`config.mk`:
```
export PLATFORM = sky130hd
export DESIGN_NAME = lsc_regs
export DESIGN_NICKNAME = d
export VERILOG_FILES = /design/src/hw/lsc_pkg.sv /design/src/hw/lsc_regs.sv /design/src/hw/lsc_slot_decode.sv
export VERILOG_INCLUDE_DIRS = /design/src /design/src/hw
export SDC_FILE = /design/constraint.sdc
export NUM_CORES = 1
export LEC_CHECK = 0
export BUFFER_PORTS_ARGS = -buffer_cell sky130_fd_sc_hd__buf_2
export CORE_AREA = 4 4 101 103
export CTS_BUF_LIST = sky130_fd_sc_hd__clkbuf_8
export DETAILED_ROUTE_END_ITERATION = 12
export DIE_AREA = 0 0 105 107
export PLACE_DENSITY = 0.83
export SETUP_SLACK_MARGIN = 0.4
export SYNTH_ARGS = -nofsm -noshare
export SYNTH_HDL_FRONTEND = slang
export SYNTH_SLANG_ARGS = --single-unit
```
`constraint.sdc`:
```
create_clock -name clk_sys -period 4.23 [get_ports clk_sys]
set_clock_uncertainty 0.2 [all_clocks]
set_input_delay 0.846 -clock clk_sys [delete_from_list [all_inputs] [get_ports clk_sys]]
set_output_delay 0.846 -clock clk_sys [all_outputs]
set_load 0.05 [all_outputs]
```
`src/hw/lsc_defs.svh`:
```
`ifndef LSC_DEFS_SVH
`define LSC_DEFS_SVH

// ****************************************
// Register offsets
// ****************************************
`define LSC_ADDR_W             8
`define LSC_DATA_W             16
`define LSC_ADDR_SLOT_SEL      8'h14
`define LSC_ADDR_DRV_THREE     8'h22
`define LSC_ADDR_DRV_ONE       8'h23

// ****************************************
// Reset values
// ****************************************
`define LSC_RST_SLOT_SEL       16'h0541
`define LSC_RST_DRV_THREE      16'h3000
`define LSC_RST_DRV_ONE        16'h3000

// ****************************************
// Field positions
// ****************************************
`define LSC_SLOT_RSVD_HI       15
`define LSC_SLOT_RSVD_LO       12
`define LSC_SECOND_PD_HI       11
`define LSC_SECOND_PD_LO       8
`define LSC_FIRST_PD_HI        7
`define LSC_FIRST_PD_LO        4
`define LSC_SECOND_EMIT_HI     3
`define LSC_SECOND_EMIT_LO     2
`define LSC_FIRST_EMIT_HI      1
`define LSC_FIRST_EMIT_LO      0
`define LSC_DRV_SCALE_BIT      13
`define LSC_DRV_EDGE_HI        6
`define LSC_DRV_EDGE_LO        4
`define LSC_DRV_COARSE_HI      3
`define LSC_DRV_COARSE_LO      0

// ****************************************
// Emitter codes and current terms
// ****************************************
`define LSC_EMIT_NONE          2'h0
`define LSC_EMIT_ONE           2'h1
`define LSC_EMIT_TWO           2'h2
`define LSC_EMIT_THREE         2'h3
`define LSC_COARSE_BASE_CENTI  16'h1162
`define LSC_COARSE_STEP_CENTI  16'h06f4
`define LSC_SCALE_FULL_PCT     8'h64
`define LSC_SCALE_LOW_PCT      8'h0a

`endif

```
`src/hw/lsc_pkg.sv`:
```
package lsc_pkg;

  // ****************************************
  // Slot decoder state
  // ****************************************
  typedef struct packed {
    logic [2:0] emitter_pulse_en;
    logic       float_mode;
    logic       pulse_connect;
  } lsc_slot_state_type;

  // ****************************************
  // Register bank state
  // ****************************************
  typedef struct packed {
    logic [15:0] slot_sel;
    logic [15:0] drv_three;
    logic [15:0] drv_one;
    logic [15:0] rdata;
    logic        rvalid;
    logic [15:0] coarse_term;
    logic [7:0]  three_scale_pct;
    logic [7:0]  one_scale_pct;
    logic        three_low_power;
    logic        one_low_power;
    logic        reserved_nonzero;
  } lsc_bank_state_type;

endpackage

```
`src/hw/lsc_regs.sv`:
```
`timescale 1ns/1ns
`default_nettype none
`include "lsc_defs.svh"

module lsc_regs (
  input  wire logic        clk_sys,
  input  wire logic        rst_n,
  input  wire logic [7:0]  reg_addr,
  input  wire logic [15:0] reg_wdata,
  input  wire logic        reg_wr,
  input  wire logic        reg_rd,
  output logic      [15:0] reg_rdata,
  output logic             reg_rvalid,
  output logic      [3:0]  second_slot_photodiode_select,
  output logic      [3:0]  first_slot_photodiode_select,
  output logic      [1:0]  second_slot_emitter_select,
  output logic      [1:0]  first_slot_emitter_select,
  output logic      [2:0]  second_slot_emitter_pulse_en,
  output logic      [2:0]  first_slot_emitter_pulse_en,
  output logic             second_slot_float_mode,
  output logic             second_slot_pulse_connect,
  output logic             first_slot_float_mode,
  output logic             first_slot_pulse_connect,
  output logic             driver_three_strength_scale,
  output logic             driver_three_low_power,
  output logic      [7:0]  driver_three_scale_pct,
  output logic      [2:0]  driver_three_edge_rate,
  output logic      [3:0]  driver_three_coarse_current,
  output logic      [15:0] driver_three_coarse_term,
  output logic             driver_one_strength_scale,
  output logic             driver_one_low_power,
  output logic      [7:0]  driver_one_scale_pct,
  output logic             slot_reserved_nonzero
);

  lsc_pkg::lsc_bank_state_type st_q;
  lsc_pkg::lsc_bank_state_type st_d;

  logic [15:0] slot_next;
  logic [15:0] three_next;
  logic [15:0] one_next;
  logic [15:0] coarse_ext;

  // ****************************************
  // Register write decode
  // ****************************************
  always_comb begin
    slot_next  = st_q.slot_sel;
    three_next = st_q.drv_three;
    one_next   = st_q.drv_one;
    if (reg_wr) begin
      case (reg_addr)
        `LSC_ADDR_SLOT_SEL: begin
          slot_next = reg_wdata;
        end
        `LSC_ADDR_DRV_THREE: begin
          three_next = reg_wdata;
        end
        `LSC_ADDR_DRV_ONE: begin
          one_next = reg_wdata;
        end
        default: begin
          slot_next = st_q.slot_sel;
        end
      endcase
    end
  end

  // ****************************************
  // Next state
  // ****************************************
  always_comb begin
    coarse_ext = {12'h000, three_next[`LSC_DRV_COARSE_HI:`LSC_DRV_COARSE_LO]};
    st_d       = st_q;

    st_d.slot_sel  = slot_next;
    st_d.drv_three = three_next;
    st_d.drv_one   = one_next;

    // Current terms in hundredths of a milliamp
    st_d.coarse_term = 16'(`LSC_COARSE_BASE_CENTI + `LSC_COARSE_STEP_CENTI * coarse_ext);

    if (three_next[`LSC_DRV_SCALE_BIT]) begin
      st_d.three_scale_pct = `LSC_SCALE_FULL_PCT;
      st_d.three_low_power = 1'b0;
    end else begin
      st_d.three_scale_pct = `LSC_SCALE_LOW_PCT;
      st_d.three_low_power = 1'b1;
    end

    if (one_next[`LSC_DRV_SCALE_BIT]) begin
      st_d.one_scale_pct = `LSC_SCALE_FULL_PCT;
      st_d.one_low_power = 1'b0;
    end else begin
      st_d.one_scale_pct = `LSC_SCALE_LOW_PCT;
      st_d.one_low_power = 1'b1;
    end

    // Software must keep these clear; shown for diagnosis
    st_d.reserved_nonzero = |slot_next[`LSC_SLOT_RSVD_HI:`LSC_SLOT_RSVD_LO];

    // Read port, one cycle latency
    st_d.rvalid = reg_rd;
    st_d.rdata  = 16'h0000;
    if (reg_rd) begin
      case (reg_addr)
        `LSC_ADDR_SLOT_SEL: begin
          st_d.rdata = st_q.slot_sel;
        end
        `LSC_ADDR_DRV_THREE: begin
          st_d.rdata = st_q.drv_three;
        end
        `LSC_ADDR_DRV_ONE: begin
          st_d.rdata = st_q.drv_one;
        end
        default: begin
          st_d.rdata = 16'h0000;
        end
      endcase
    end
  end

  // ****************************************
  // State register
  // ****************************************
  always_ff @(posedge clk_sys or negedge rst_n) begin
    if (!rst_n) begin
      st_q.slot_sel         <= `LSC_RST_SLOT_SEL;
      st_q.drv_three        <= `LSC_RST_DRV_THREE;
      st_q.drv_one          <= `LSC_RST_DRV_ONE;
      st_q.rdata            <= 16'h0000;
      st_q.rvalid           <= 1'b0;
      st_q.coarse_term      <= `LSC_COARSE_BASE_CENTI;
      st_q.three_scale_pct  <= `LSC_SCALE_FULL_PCT;
      st_q.one_scale_pct    <= `LSC_SCALE_FULL_PCT;
      st_q.three_low_power  <= 1'b0;
      st_q.one_low_power    <= 1'b0;
      st_q.reserved_nonzero <= 1'b0;
    end else begin
      st_q <= st_d;
    end
  end

  // ****************************************
  // Slot emitter decoders
  // ****************************************
  lsc_slot_decode u_second_slot (
    .clk_sys          (clk_sys),
    .rst_n            (rst_n),
    .emitter_code     (slot_next[`LSC_SECOND_EMIT_HI:`LSC_SECOND_EMIT_LO]),
    .emitter_pulse_en (second_slot_emitter_pulse_en),
    .float_mode       (second_slot_float_mode),
    .pulse_connect    (second_slot_pulse_connect)
  );

  lsc_slot_decode u_first_slot (
    .clk_sys          (clk_sys),
    .rst_n            (rst_n),
    .emitter_code     (slot_next[`LSC_FIRST_EMIT_HI:`LSC_FIRST_EMIT_LO]),
    .emitter_pulse_en (first_slot_emitter_pulse_en),
    .float_mode       (first_slot_float_mode),
    .pulse_connect    (first_slot_pulse_connect)
  );

  // ****************************************
  // Field outputs
  // ****************************************
  assign reg_rdata                     = st_q.rdata;
  assign reg_rvalid                    = st_q.rvalid;
  assign second_slot_photodiode_select = st_q.slot_sel[`LSC_SECOND_PD_HI:`LSC_SECOND_PD_LO];
  assign first_slot_photodiode_select  = st_q.slot_sel[`LSC_FIRST_PD_HI:`LSC_FIRST_PD_LO];
  assign second_slot_emitter_select    = st_q.slot_sel[`LSC_SECOND_EMIT_HI:`LSC_SECOND_EMIT_LO];
  assign first_slot_emitter_select     = st_q.slot_sel[`LSC_FIRST_EMIT_HI:`LSC_FIRST_EMIT_LO];
  assign driver_three_strength_scale   = st_q.drv_three[`LSC_DRV_SCALE_BIT];
  assign driver_three_low_power        = st_q.three_low_power;
  assign driver_three_scale_pct        = st_q.three_scale_pct;
  assign driver_three_edge_rate        = st_q.drv_three[`LSC_DRV_EDGE_HI:`LSC_DRV_EDGE_LO];
  assign driver_three_coarse_current   = st_q.drv_three[`LSC_DRV_COARSE_HI:`LSC_DRV_COARSE_LO];
  assign driver_three_coarse_term      = st_q.coarse_term;
  assign driver_one_strength_scale     = st_q.drv_one[`LSC_DRV_SCALE_BIT];
  assign driver_one_low_power          = st_q.one_low_power;
  assign driver_one_scale_pct          = st_q.one_scale_pct;
  assign slot_reserved_nonzero         = st_q.reserved_nonzero;

endmodule
`default_nettype wire

```
`src/hw/lsc_slot_decode.sv`:
```
`timescale 1ns/1ns
`default_nettype none
`include "lsc_defs.svh"

module lsc_slot_decode (
  input  wire logic       clk_sys,
  input  wire logic       rst_n,
  input  wire logic [1:0] emitter_code,
  output logic      [2:0] emitter_pulse_en,
  output logic            float_mode,
  output logic            pulse_connect
);

  lsc_pkg::lsc_slot_state_type st_q;
  lsc_pkg::lsc_slot_state_type st_d;

  // ****************************************
  // Code to driver decode
  // ****************************************
  always_comb begin
    st_d = '0;
    case (emitter_code)
      `LSC_EMIT_ONE: begin
        st_d.emitter_pulse_en = 3'h1;
      end
      `LSC_EMIT_TWO: begin
        st_d.emitter_pulse_en = 3'h2;
      end
      `LSC_EMIT_THREE: begin
        st_d.emitter_pulse_en = 3'h4;
      end
      default: begin
        st_d.float_mode    = 1'b1;
        st_d.pulse_connect = 1'b1;
      end
    endcase
  end

  always_ff @(posedge clk_sys or negedge rst_n) begin
    if (!rst_n) begin
      st_q <= '0;
    end else begin
      st_q <= st_d;
    end
  end

  assign emitter_pulse_en = st_q.emitter_pulse_en;
  assign float_mode       = st_q.float_mode;
  assign pulse_connect    = st_q.pulse_connect;

endmodule
`default_nettype wire

```
* Yosys cells after proc, flatten, opt, wreduce, memory -nomap -nowiden *
Cells that the tools add are included.

storage, ports and cells
  bits in registers = 110
  bits in latches = 0
  memory bits (writable) = 0
  memory bits (read-only) = 0
  output and inout bits = 83
  memories = 0

operators by class
  add/sub/neg operators = 1
  multiply operators = 1
  div/mod/pow operators = 0
  $lt $le $gt $ge = 0
  equality and inequality tests = 9
  shifts and indexed selects = 0
  mux-type cells = 16
  bitwise logic cells = 0
  reductions and logical operators = 6

operators by type and width
  cell                                                  number
  2-to-1 mux 14 bit                                     4
  2-to-1 mux 16 bit                                     3
  case mux 16 bit (3 select lines)                      1
  case mux 3 bit (3 select lines)                       2
  adder 13 x 15 -> 16 bit (first input constant)        1
  equality test 8 x 6 -> 1 bit (second input constant)  2
  2-to-1 mux 7 bit                                      2
  multiplier 9 x 4 -> 13 bit (first input constant)     1
  equality test 2 bit (second input constant)           4
  equality test 8 x 5 -> 1 bit (second input constant)  1
  AND reduction 2 bit                                   3
  OR reduction 3 bit                                    2
  equality test 2 x 1 -> 1 bit (second input constant)  2
  2-to-1 mux 2 bit                                      2
  OR reduction 4 bit                                    1
  2-to-1 mux 1 bit                                      2

* Logic depth before layout (Yosys ltp) *
Gate-level depths: netlist (run 1).

  depth in word-level cells = 6
  depth in mapped cells = 19
  depth with buffers taken out = 18

* Modules after synthesis *
A second synthesis (run 1) with hierarchy kept.

unflattened totals
  cells, all modules = 383
  area total of the unflattened synthesis = 4584.4 um^2

by module, submodules not included
  module           times used  cells an instance  area each (um^2)  seq. area each (um^2)
  lsc_regs         1           365                4316.6            2016.9
  lsc_slot_decode  2           9                  133.9             100.1

* Worst setup path after synthesis (run 1) *
Ideal clock, no wire load.

  path type = input to register
  start = in reg_addr[2]
  end = reg st_q, in the netlist driver_three_coarse_term[14]
  setup time = 126 ps
  arrival time = 4847 ps
  data required time = 3904 ps
  setup slack = -944 ps
  stages on the path = 19
  path through = and4bb_2 -> nand2_1 -> nor2_2 -> nand2_1 -> clkbuf_1 -> mux2_2 -> ha_1 -> ha_1 -> inv_1 -> fa_1 -> inv_1 -> ha_1 -> a211o_1 -> o211ai_1 -> a21oi_1 -> a211oi_1 -> and3_1 -> o21ai_1 -> xnor2_1

RTL lines
  item                    line             RTL
  start: declaration      lsc_regs.sv:8    input wire logic [7:0] reg_addr,
  end signal: assignment  lsc_regs.sv:140  st_q <= st_d;
  end: declaration        lsc_regs.sv:36   lsc_pkg::lsc_bank_state_type st_q;

==> results.md, run 1 <==
- Ys flop type: dfrtp_1
- Area share of the largest cell type after synthesis: 41.9%
- Number of synthesized register bits: 88
- DP Worst Slack: -0.551 ns
- Drt total wl: 9540 µm
- Ys Warns: 0
- Die width: 105 µm
- Buffers on Ports: 102
- First-pass GRT wire length: 15500 µm
- Power consumption: around 2.0 mW
- Leading area contributor after synthesis: dfrtp_1
- Layout area overhead: 19.1%
- Final Cycle Share: 102%
- Crit-path cells: buf_6, and4bb_2, nand2_2, nor2_4, nand2_4, mux2_4, ha_4, ha_4, inv_2, fa_1, inv_2, ha_4, a211o_1, o211ai_1, a21oi_2, o22ai_1, xnor2_1, o21ai_1, xnor2_1
- Post-synth EDFFs: 0
- Core area: 9200 µm²
- GRT Residual Overflow: 0
- Die Area: around 11000 µm²
- WP data arrival: 4.33 ns
- Initial antenna violation count: 0
- Min-delay worst type: reg2reg
- H-tree Lvls: 3
- Status: finished with violations
- CTS Buf Count: 9
- Remaining DRCs: 0
- # Max-Cap Violations: 0
- CP Capture Type: flop
- Ant. Diodes: 0
- FP Rows: 35
- Post-route worst setup slack: -0.0755 ns
- Via/cell ratio: 5.06
- Die height: 107 µm
- Critical path's slowest cell: fa_1
- Delay-heaviest family, CP: adder cells
- Tightest Pin Transition: 1.05 ns
- Top Ports: between 100 and 150
- Clock tree root buffer cell: clkbuf_8
- Cell area after synthesis: 4540 µm²
- Most frequent CP cell: ha_4
- Uppermost layer routed: met4
- GRT Total Usage: 17.6%
- Fin. Hold Viols: 0
- Routed wl met3: 440 µm
- Nets@finish: roughly 530
- Post-DP HPWL: 6720 µm
- VDD IR-drop max: roughly 0.27 mV
- Buf+Inv Stages, Crit Path: 3
- Crit-path max cell delay: ~0.48 ns
- WL/cell: 16.1 µm
- Worst setup SP type: input port
- Pleak: around 2.9 nW
- Min Hold Slack: 0.313 ns
- CTS Sinks: 88
- Failing checks: negative setup slack
- Met1 Wirelength: 3890 µm
- Post-synthesis sequential area ratio: 48.8%
- # fillers: 744
- Max FO, Critical Path: 7
- CTS tree: yes
- Initial core utilization: 49.4%
- Final setup violation count: 4
- Slew Limit Fails: 0
- Clk_lat worst skew: 0.35 ns
- Pre-Repair DR Iteration Count: 6
- Avg Cell Area, Syn: between 10 and 15 µm²
- CP Class: in2reg
- Clock Tree Buf Depth: 2
- RSZ-0062 raised after global routing: yes
- Pwr dens: 375 nW/µm²
- Pin count of the biggest net entering global routing: just under 90
- Largest cells by area after synthesis: dfrtp_1, buf_4, mux2_2
- Post-CTS Hold Fix Bufs: 0
- Initial detailed-routing violation count: 102
- Vias in the first global route: 3151
- FMAX: ~0.23 GHz
- Minimum clock period: around 4.3 ns
- Via count: 2995
- Post-synthesis async set-or-reset flop share: 100%
- CTS clk-pin slew, worst paths: 0.09 ns
- Layout cells sized above 1: 51.8%
- Synthesized instance count: 393
- RD Place Congestion: 0.801
- Slew HR: 29.8%
- Post-DRT Antenna Nets: 0
- Distinct cells, synth: 45
- Critical path required time: 4.26 ns
- Met2 WL: 5140 µm
## layout by cell type (no fill, tap or decap), types with 4 or more instances in the layout
cell	instances
a21oi_1	16
conb_1	8
nand2_1	19
mux2_2	39
buf_6	5
ha_1	13
ha_4	4
o21ai_0	4
buf_4	41
nor2_1	16
fa_1	4
xnor2_1	5
dfrtp_1	76
mux2i_1	4
xor2_1	5
mux2_4	4
inv_1	20
a22oi_1	14
xnor2_2	5
buf_2	99
dfstp_2	12
clkbuf_8	9
## power breakdown
part | switching (mW) | internal (mW)
Clock | 0.321 | 0.342
Sequential | 0.0229 | 0.898
Combinational | 0.305 | 0.141
## flip-flops by register name, summed over array words and instances, names as in the netlist
| name | cells |
|---|---|
| driver_three_coarse_current | 4 |
| second_slot_emitter_select | 2 |
| second_slot_photodiode_select | 4 |
| reg_rvalid | 1 |
| u_first_slot.float_mode | 1 |
| driver_three_coarse_term | 12 |
| u_second_slot.float_mode | 1 |
| first_slot_emitter_select | 2 |
| u_second_slot.emitter_pulse_en | 3 |
| reg_rdata | 16 |
| driver_three_scale_pct | 2 |
| first_slot_photodiode_select | 4 |
| slot_reserved_nonzero | 1 |
| driver_one_scale_pct | 2 |
| st_q | 27 |
| u_first_slot.emitter_pulse_en | 3 |
| driver_three_edge_rate | 3 |
## cells by family after synthesis
family / after synthesis / synth area share [%]
DFF: 88 / 48.8
and+or+nand+nor: 59 / 6.33
xor gates and xnor gates: 16 / 3.08
muxes: 50 / 12.4
buffers and inverters: 100 / 14.2
other: 2 / 0.165
AOI/OAI and AO/OA: 55 / 7.79
adders and majority gates: 23 / 7.16
## path summary, 6_finish.rpt
check                                          endpoint  slack [ns]                            from  cells past startpoint
hold reg to reg                                st_q[52]        0.31                        st_q[52]                      1
setup / recovery           driver_three_coarse_term[14]       -0.08                     reg_addr[2]                     19
hold / removal                                 st_q[52]        0.31                        st_q[52]                      1
max in group asynchronous     driver_three_scale_pct[3]        2.68                           rst_n                      1
min in group asynchronous                  reg_rdata[9]        0.48                           rst_n                      1
setup reg to reg           driver_three_coarse_term[14]        0.65  driver_three_coarse_current[3]                     14
## through the flow
| step | instance area [µm²] | std cells | util, % | setup TNS (ns) |
|---|---|---|---|---|
| after global placement | 5000 | 569 | 54.4 | -2.12 |
| after floorplan | 4660 | 399 | - | -1.89 |
| after detailed placement | 5000 | 569 | 54.4 | -2.93 |
| after global routing | 5410 | 592 | 58.8 | -0.753 |
| after CTS | 5340 | 590 | 58.0 | -0.0990 |
| final | 5410 | 592 | 58.8 | -0.203 |
## worst reg2reg max path: stages (launching register included)
cell and delay (ns):
dfrtp_1 0.49, mux2_4 0.32, ha_4 0.23, ha_4 0.27, inv_2 0.03, fa_1 0.48, inv_2 0.04, ha_4 0.26
a211o_1 0.11, o211ai_1 0.13, a21oi_2 0.24, o22ai_1 0.14, xnor2_1 0.25, o21ai_1 0.13, xnor2_1 0.14
## routing by layer
| metal | vias to the layer above | GRT usage (%) |
|---|---|---|
| met2 | 75 | 32.5 |
| li1 | 1421 | - |
| met1 | 1494 | 20.5 |
| met4 | 0 | 5.44 |
| met5 | - | 0 |
| met3 | 5 | 3.55 |
## layout make-up
cell class	count	area, µm²	share of cell area [%]
clock inverter	7	101	1.87
inverter	21	78.8	1.46
clock buffer	9	124	2.29
timing repair buffer	145	860	15.9
multi-input combinational	211	1890	34.9
sequential	88	2220	41.0
tap	111	139	2.57
## synth_stat cells (all sizes together) (2+ instances only)
| library cell | count |
|---|---|
| or2 | 2 |
| ha | 18 |
| conb | 2 |
| clkbuf | 5 |
| mux2i | 5 |
| xnor2 | 10 |
| a22oi | 14 |
| nor2 | 17 |
| a21oi | 20 |
| fa | 5 |
| o211ai | 2 |
| o21a | 2 |
| o21ai | 6 |
| a222oi | 2 |
| dfrtp | 76 |
| mux2 | 45 |
| buf | 74 |
| and3 | 3 |
| inv | 21 |
| a21o | 3 |
| xor2 | 6 |
| nor3 | 4 |
| a31o | 2 |
| nand2 | 23 |
| nand3 | 3 |
| dfstp | 12 |
## repair_timing
item,in CTS,in global routing
setup endpoints to repair,8,9
hold endpoints to repair,0,0
resized for setup,13,11
buffers inserted,5,2
pin swaps,13,3
No activity file was read; power rests on OpenSTA's default activity.
==> run 2, diff against run 1 <==
ABC_AREA = 1   (was not set)
CORE_AREA = 4 4 104 106   (was 4 4 101 103)
CTS_CLUSTER_SIZE = 30   (was not set)
DIE_AREA = 0 0 108 110   (was 0 0 105 107)
PLACE_DENSITY = 0.82   (was 0.83)
==> results.md, run 2 <==
- Status: completed (was finished with violations)
- Count leader, synth: nand2_1 (was dfrtp_1)
- Post-synth EDFFs: 0 (unchanged)
- Worst setup SP type: input port (unchanged)
- Critical path's slowest cell: fa_1 (unchanged)
- Area share of the largest cell type after synthesis: 39.3% (was 41.9%)
- Drt total wl: 11000 µm (was 9540 µm)
- Layout area overhead: 20.8% (was 19.1%)
- DP Area: 5280 µm² (was 5000 µm²)
- Most common cell after layout, fill and taps aside: nand2_1 (was buf_2)
- Die width: 108 µm (was 105 µm)
- Top Ports: 111 (unchanged)
- Via count: 3755 (was 2995)
- CTS Buf Count: 9 (unchanged)
- Post-DRT Antenna Nets: 0 (unchanged)
- P_sw: 1.04 mW (was 0.649 mW)
- Initial detailed-routing violation count: 175 (was 102)
- FF-to-FF Start: driver_three_coarse_current[3] (unchanged)
- RSZ-0062 raised after global routing: yes (unchanged)
- Crit-path cells: buf_8, nor2_4, nand3_4, nor3_4, nand2_4, nand2_1, o21ai_4, ha_4, ha_4, nor2_4, fa_1, inv_1, ha_2, nand2_1, nand3b_1, nand2_1, nand2_1, nand2_2, nand3_2, nand2_2, nand2_1, nand2_1, nand2_1 (was buf_6, and4bb_2, nand2_2, nor2_4, nand2_4, mux2_4, ha_4, ha_4, inv_2, fa_1, inv_2, ha_4, a211o_1, o211ai_1, a21oi_2, o22ai_1, xnor2_1, o21ai_1, xnor2_1)
- CP Capture Type: flop (unchanged)
- Ant. Diodes: 0 (unchanged)
- CTS Sinks: 88 (unchanged)
- First-pass GRT wire length: 17600 µm (was 15500 µm)
- # fillers: 850 (was 744)
- # Max-Cap Violations: 0 (unchanged)
- Synthesized instance count: 571 (was 393)
- Min-delay worst type: reg2reg (unchanged)
- H-tree Lvls: 3 (unchanged)
- Hold Startpoint: st_q[64] (was st_q[52])
- Final Cycle Share: 95.3% (was 102%)
- DP Worst Slack: -0.308 ns (was -0.551 ns)
- Post-route worst setup slack: 0.200 ns (was -0.0755 ns)
- Core area: 9770 µm² (was 9200 µm²)
- Clock share of power: 22.2% (was 32.7%)
- Remaining DRCs: 0 (unchanged)
- Crit-path max cell delay: 0.48 ns (about the same)
- Most frequent cells in the layout: nand2_1, buf_2, dfrtp_1, inv_1, buf_4 (was buf_2, dfrtp_1, buf_4, mux2_2, inv_1)
- GRT Residual Overflow: 0 (unchanged)
- FP Rows: 36 (was 35)
- Final Cell Area: 5850 µm² (was 5410 µm²)
- Avg Cell Area, Syn: 8.48 µm² (was 11.6 µm²)
- WL/cell: 13.8 µm (was 16.1 µm)
- Minimum clock period: 4.03 ns (was 4.31 ns)
- Most frequent cells after synthesis: nand2_1, inv_1, dfrtp_1 (was dfrtp_1, buf_4, mux2_2)
- Ys flop type: dfrtp_1 (unchanged)
- VDD IR-drop max: 0.432 mV (was 0.272 mV)
- Pin count of the biggest net entering global routing: 80 (was 89)
- Buffers on Ports: 102 (unchanged)
- Die Area: 11900 µm² (was 11200 µm²)
- Number of synthesized register bits: 88 (unchanged)
- Nets@finish: 706 (was 527)
- Non-Filler Instances: 793 (was 592)
- Largest cells by area after synthesis: dfrtp_1, nand2_1, buf_4 (was dfrtp_1, buf_4, mux2_2)
- Pleak: 3.22 nW (was 2.95 nW)
- Post-synthesis sequential area ratio: 45.8% (was 48.8%)
- Final setup violation count: 0 (was 4)
- Die height: 110 µm (was 107 µm)
- Leading area contributor after synthesis: dfrtp_1 (unchanged)
- Initial antenna violation count: 2 (was 0)
- Post-DP HPWL: 7550 µm (was 6720 µm)
- Power consumption: 2.65 mW (was 2.03 mW)
- Pwr dens: 452 nW/µm² (was 375 nW/µm²)
- Pre-Repair DR Iteration Count: 4 (was 6)
- Reg with most FFs: st_q (unchanged)
- Logic pwr share: 41.3% (was 22.0%)
- Crit path launch: reg_addr[6] (was reg_addr[2])
- Critical path required time: 4.27 ns (was 4.26 ns)
- Post-synthesis async set-or-reset flop share: 100% (unchanged)
- Slew Limit Fails: 0 (unchanged)
- FMAX: 0.248 GHz (was 0.232 GHz)
- WP data arrival: 4.07 ns (was 4.33 ns)
- CP Class: in2reg (unchanged)
- Cell area after synthesis: 4840 µm² (was 4540 µm²)
- Net Sw Frac: 39.3% (was 32.0%)
- Fin. Hold Viols: 0 (unchanged)
- CTS tree: yes (unchanged)
- Most frequent CP cell: nand2_1 (was ha_4)
- Clk_lat worst skew: 0.34 ns (was 0.35 ns)
- Post-layout util: 59.8% (was 58.8%)
- Via/cell ratio: 4.74 (was 5.06)
- Max FO, Critical Path: 7 (unchanged)
- Slew HR: 34.7% (was 29.8%)
- Max reg flops: 27 (unchanged)
- Initial core utilization: 49.5% (was 49.4%)
- Vias in the first global route: 3737 (was 3151)
- GRT Total Usage: 18.7% (was 17.6%)
- Ys Warns: 0 (unchanged)
- Flop pwr share: 36.5% (was 45.3%)
- RD Place Congestion: 0.799 (was 0.801)
- Distinct cells, synth: 36 (was 45)
- Tightest Pin Transition: 0.980 ns (was 1.05 ns)
- Layout cells sized above 1: 38.6% (was 51.8%)
- Clock tree root buffer cell: clkbuf_8 (unchanged)
- Worst reg-to-reg setup slack: 0.94 ns (was 0.65 ns)
- Int Pwr: 1.61 mW (was 1.38 mW)
- Clock Tree Buf Depth: 2 (unchanged)
- Cells after DPL: 763 (was 569)
- CTS clk-pin slew, worst paths: 0.10 ns (was 0.09 ns)
## run 2: cell count changes after synthesis, moves of 6 or more
cell,previous run,this run
a21oi_1,20,6
a22oi_1,14,0
inv_1,21,84
mux2_2,41,0
nand2_1,22,154
nand3_1,3,27
o21ai_0,5,36
o21ai_1,1,7
xnor2_1,10,4
## run 2: layer usage
layer  track usage [%]  wire length, µm
met2              35.2             5940
met5                 0               22
met1              21.4             4190
met4              4.87              157
met3              4.25              648
## run 2: final cells by class
class	count	area, µm²	area share (%)
clock inverters	7	77.6	1.33
clock buffers	9	124	2.12
multi-input cells	319	2010	34.5
inverters	88	333	5.69
well taps	133	166	2.85
repair buffers	149	915	15.6
flip-flops and latches	88	2220	37.9
## run 2: logic make-up after synthesis
| group | synth area share [%] |
|---|---|
| XOR/XNOR | 0.905 |
| flip-flops | 45.8 |
| adder cells (fa/ha/maj) | 6.72 |
| AND/OR/NAND/NOR | 19.6 |
| AO/OA/AOI/OAI | 7.83 |
| buffers and inverters | 19.0 |
| other | 0.155 |
## run 2: power by group through the flow
stage                     clock, mW  combinational, mW  sequential (mW)
final                         0.587               1.09            0.966
after global routing          0.632               1.18            0.976
after CTS                     0.605              0.974            0.967
after detailed placement          0              0.903            0.981
after global placement            0              0.884            0.980
after floorplan                   0              0.711             1.00
## run 2: per-stage QoR
stage	TNS, ns	hold slack [ns]
after global routing	-0.00252	0.308
after global placement	-0.823	0.262
after CTS	0	0.281
after detailed placement	-1.46	0.266
final	0	0.279
after floorplan	-0.321	0.253
## run 2: path summary, 6_finish.rpt
| kind | endpoint | cells past startpoint |
|---|---|---|
| setup / recovery | driver_three_coarse_term[14] | 23 |
| min in group asynchronous | reg_rdata[15] | 1 |
| hold / removal | st_q[64] | 2 |
| max in group asynchronous | second_slot_photodiode_select[2] | 2 |
| setup reg to reg | driver_three_coarse_term[14] | 20 |
| hold reg to reg | st_q[64] | 2 |
## run 2: critical path, delay by kind of cell
family	cells	cell delay (ns)
AO/OA/AOI/OAI	1	0.09
adder cells (fa/ha/maj)	4	1.28
buffers and inverters	2	0.14
AND/OR/NAND/NOR	16	1.72
## run 2: what timing repair did
| item | CTS | global route |
|---|---|---|
| buffers inserted | 7 | 7 |
| gates cloned | 0 | 0 |
| endpoints found under the setup margin | 8 | 8 |
| resized for setup | 30 | 31 |
| pin swaps | 28 | 18 |
| hold buffers | 0 | 0 |
==> run 3, diff against run 2 <==
MAX_ROUTING_LAYER = met4   (was not set)
==> results.md, run 3 (same netlist as run 2, synthesis figures left out) <==
- Post-DP HPWL: 7550 µm (unchanged)
- Post-CTS Hold Fix Bufs: 0 (unchanged)
- Min Hold Slack: 0.279 ns (about the same)
- GRT Total Usage: 19.2% (was 18.7%)
- Minimum clock period: 4.05 ns (was 4.03 ns)
- VDD IR-drop max: 0.432 mV (about the same)
- RSZ-0062 raised after global routing: yes (unchanged)
- # Max-Cap Violations: 0 (unchanged)
- Slew HR: 34.6% (was 34.7%)
- Worst setup SP type: input port (unchanged)
- Fin. Hold Viols: 0 (unchanged)
- CTS clk-pin slew, worst paths: 0.10 ns (about the same)
- Fin Setup TNS: 0 ns (unchanged)
- Layout area overhead: 20.9% (was 20.8%)
- WP data arrival: 4.12 ns (was 4.07 ns)
- Die width: 108 µm (unchanged)
- Pwr dens: 452 nW/µm² (about the same)
- CP Class: in2reg (unchanged)
- H-tree Lvls: 3 (unchanged)
- Layout cells sized above 1: 38.6% (unchanged)
- Post-DRT Antenna Nets: 0 (unchanged)
- Initial antenna violation count: 2 (unchanged)
- WL/cell: 13.8 µm (about the same)
- FP Rows: 36 (unchanged)
- Crit-path max cell delay: 0.54 ns (was 0.48 ns)
- GRT Residual Overflow: 0 (unchanged)
- Pin count of the biggest net entering global routing: 80 (unchanged)
- Tightest Pin Transition: 0.980 ns (about the same)
- Multi-input logic area: 2010 µm² (unchanged)
- Remaining DRCs: 0 (unchanged)
- Critical path's slowest cell: fa_2 (was fa_1)
- Via/cell ratio: 4.70 (was 4.74)
- Slew Limit Fails: 0 (unchanged)
- Non-Filler Instances: 795 (was 793)
- Max FO, Critical Path: 7 (unchanged)
- First-pass GRT wire length: 17600 µm (about the same)
- CTS tree: yes (unchanged)
- Vias in the first global route: 3740 (was 3737)
- RD Place Congestion: 0.810 (was 0.799)
- Most common cell after layout, fill and taps aside: nand2_1 (unchanged)
- Crit-path cells: buf_8, nor2_4, nand3_4, nor3_4, nand2_4, buf_6, o21ai_4, inv_2, ha_4, inv_2, fa_1, inv_2, fa_2, inv_2, ha_4, inv_4, nand2_2, nand3_2, nand2_1, inv_2, nand3_2, nand2_2, nand2_1, nor2_1 (was buf_8, nor2_4, nand3_4, nor3_4, nand2_4, nand2_1, o21ai_4, ha_4, ha_4, nor2_4, fa_1, inv_1, ha_2, nand2_1, nand3b_1, nand2_1, nand2_1, nand2_2, nand3_2, nand2_2, nand2_1, nand2_1, nand2_1)
- Final setup violation count: 0 (unchanged)
- Most frequent cells in the layout: nand2_1, buf_2, dfrtp_1, inv_1, buf_4 (unchanged)
- Initial detailed-routing violation count: 169 (was 175)
- Min-delay worst type: reg2reg (unchanged)
- Core area: 9770 µm² (unchanged)
- Top Ports: 111 (unchanged)
- Reg with most FFs: st_q (unchanged)
- Die height: 110 µm (unchanged)
- CTS Buf Count: 9 (unchanged)
- Critical path required time: 4.30 ns (was 4.27 ns)
- Most frequent CP cell: inv_2 (was nand2_1)
- Clock tree root buffer cell: clkbuf_8 (unchanged)
- Buffers on Ports: 102 (unchanged)
- # fillers: 851 (was 850)
- Pleak: 3.22 nW (about the same)
- CTS Sinks: 88 (unchanged)
- Final Cycle Share: 95.7% (was 95.3%)
- Register area: 2220 µm² (unchanged)
- Initial core utilization: 49.5% (unchanged)
- FMAX: 0.247 GHz (was 0.248 GHz)
- CP Capture Type: flop (unchanged)
- Status: completed (unchanged)
- Clk_lat worst skew: 0.34 ns (about the same)
- Post-layout util: 59.9% (was 59.8%)
- Max reg flops: 27 (unchanged)
- Pre-Repair DR Iteration Count: 4 (unchanged)
- Clock Tree Buf Depth: 2 (unchanged)
- Via count: 3737 (was 3755)
- Cells after DPL: 763 (unchanged)
- Die Area: 11900 µm² (unchanged)
- Nets@finish: 706 (unchanged)
- Power consumption: 2.65 mW (about the same)
- Drt total wl: 11000 µm (about the same)
run 3: changes by cell type in the layout (fill, tap and decap cells not counted):
cell     previous run  this run
diode_2             0         2
run 3: area by class of cell:
type | instances | share of cell area (%)
clock inverters | 7 | 1.33
well taps | 133 | 2.84
multi-input cells | 319 | 34.4
flip-flops and latches | 88 | 37.9
repair buffers | 149 | 15.6
clock buffers | 9 | 2.12
inverters | 88 | 5.69
diodes | 2 | 0.0855
run 3: per-layer routing:
layer  routed length (µm)  vias up  track usage (%)
li1                     -     1847                -
met1                 4290     1782             21.5
met2                 5940       94             35.1
met3                  583       14             4.14
met4                  146        0             4.87
met5                    0        -                -
run 3: worst max-delay path: cells and delay by family:
kind | cells | cell delay [ns]
AOI/OAI and AO/OA | 1 | 0.17
and+or+nand+nor | 11 | 1.05
buffers and inverters | 8 | 0.59
adders and majority gates | 4 | 1.45
run 3: metrics by stage:
| stage | worst slack, ns | instance area, µm² |
|---|---|---|
| finish | 0.183 | 5850 |
| global route | -0.0121 | 5850 |
| CTS | 0.273 | 5660 |
| detailed placement | -0.308 | 5280 |
| global placement | -0.206 | 5280 |
| floorplan | -0.130 | 4950 |
run 3: final timing paths:
kind	startpoint	to	slack, ns	depth (start not counted)
max	reg_addr[6]	driver_three_coarse_term[15]	0.18	24
min	st_q[64]	st_q[64]	0.28	2
max reg2reg	driver_three_coarse_current[3]	driver_three_coarse_term[14]	0.95	21
min reg2reg	st_q[64]	st_q[64]	0.28	2
max in group asynchronous	rst_n	second_slot_photodiode_select[2]	2.58	2
min in group asynchronous	rst_n	reg_rvalid	0.44	1
run 3: repair_timing:
| action | 4_1_cts | 5_1_grt |
|---|---|---|
| endpoints found under the setup margin | 8 | 8 |
| gates resized for setup | 30 | 31 |
| pin swaps | 28 | 18 |
| setup buffers | 7 | 7 |
| hold endpoints to repair | 0 | 0 |
run 3: power breakdown:
part | internal (mW) | total [mW] | switching (mW) | leakage (nW)
Sequential | 0.934 | 0.966 | 0.0321 | 1.12
Combinational | 0.393 | 1.09 | 0.700 | 2.01
Clock | 0.278 | 0.586 | 0.307 | 0.100
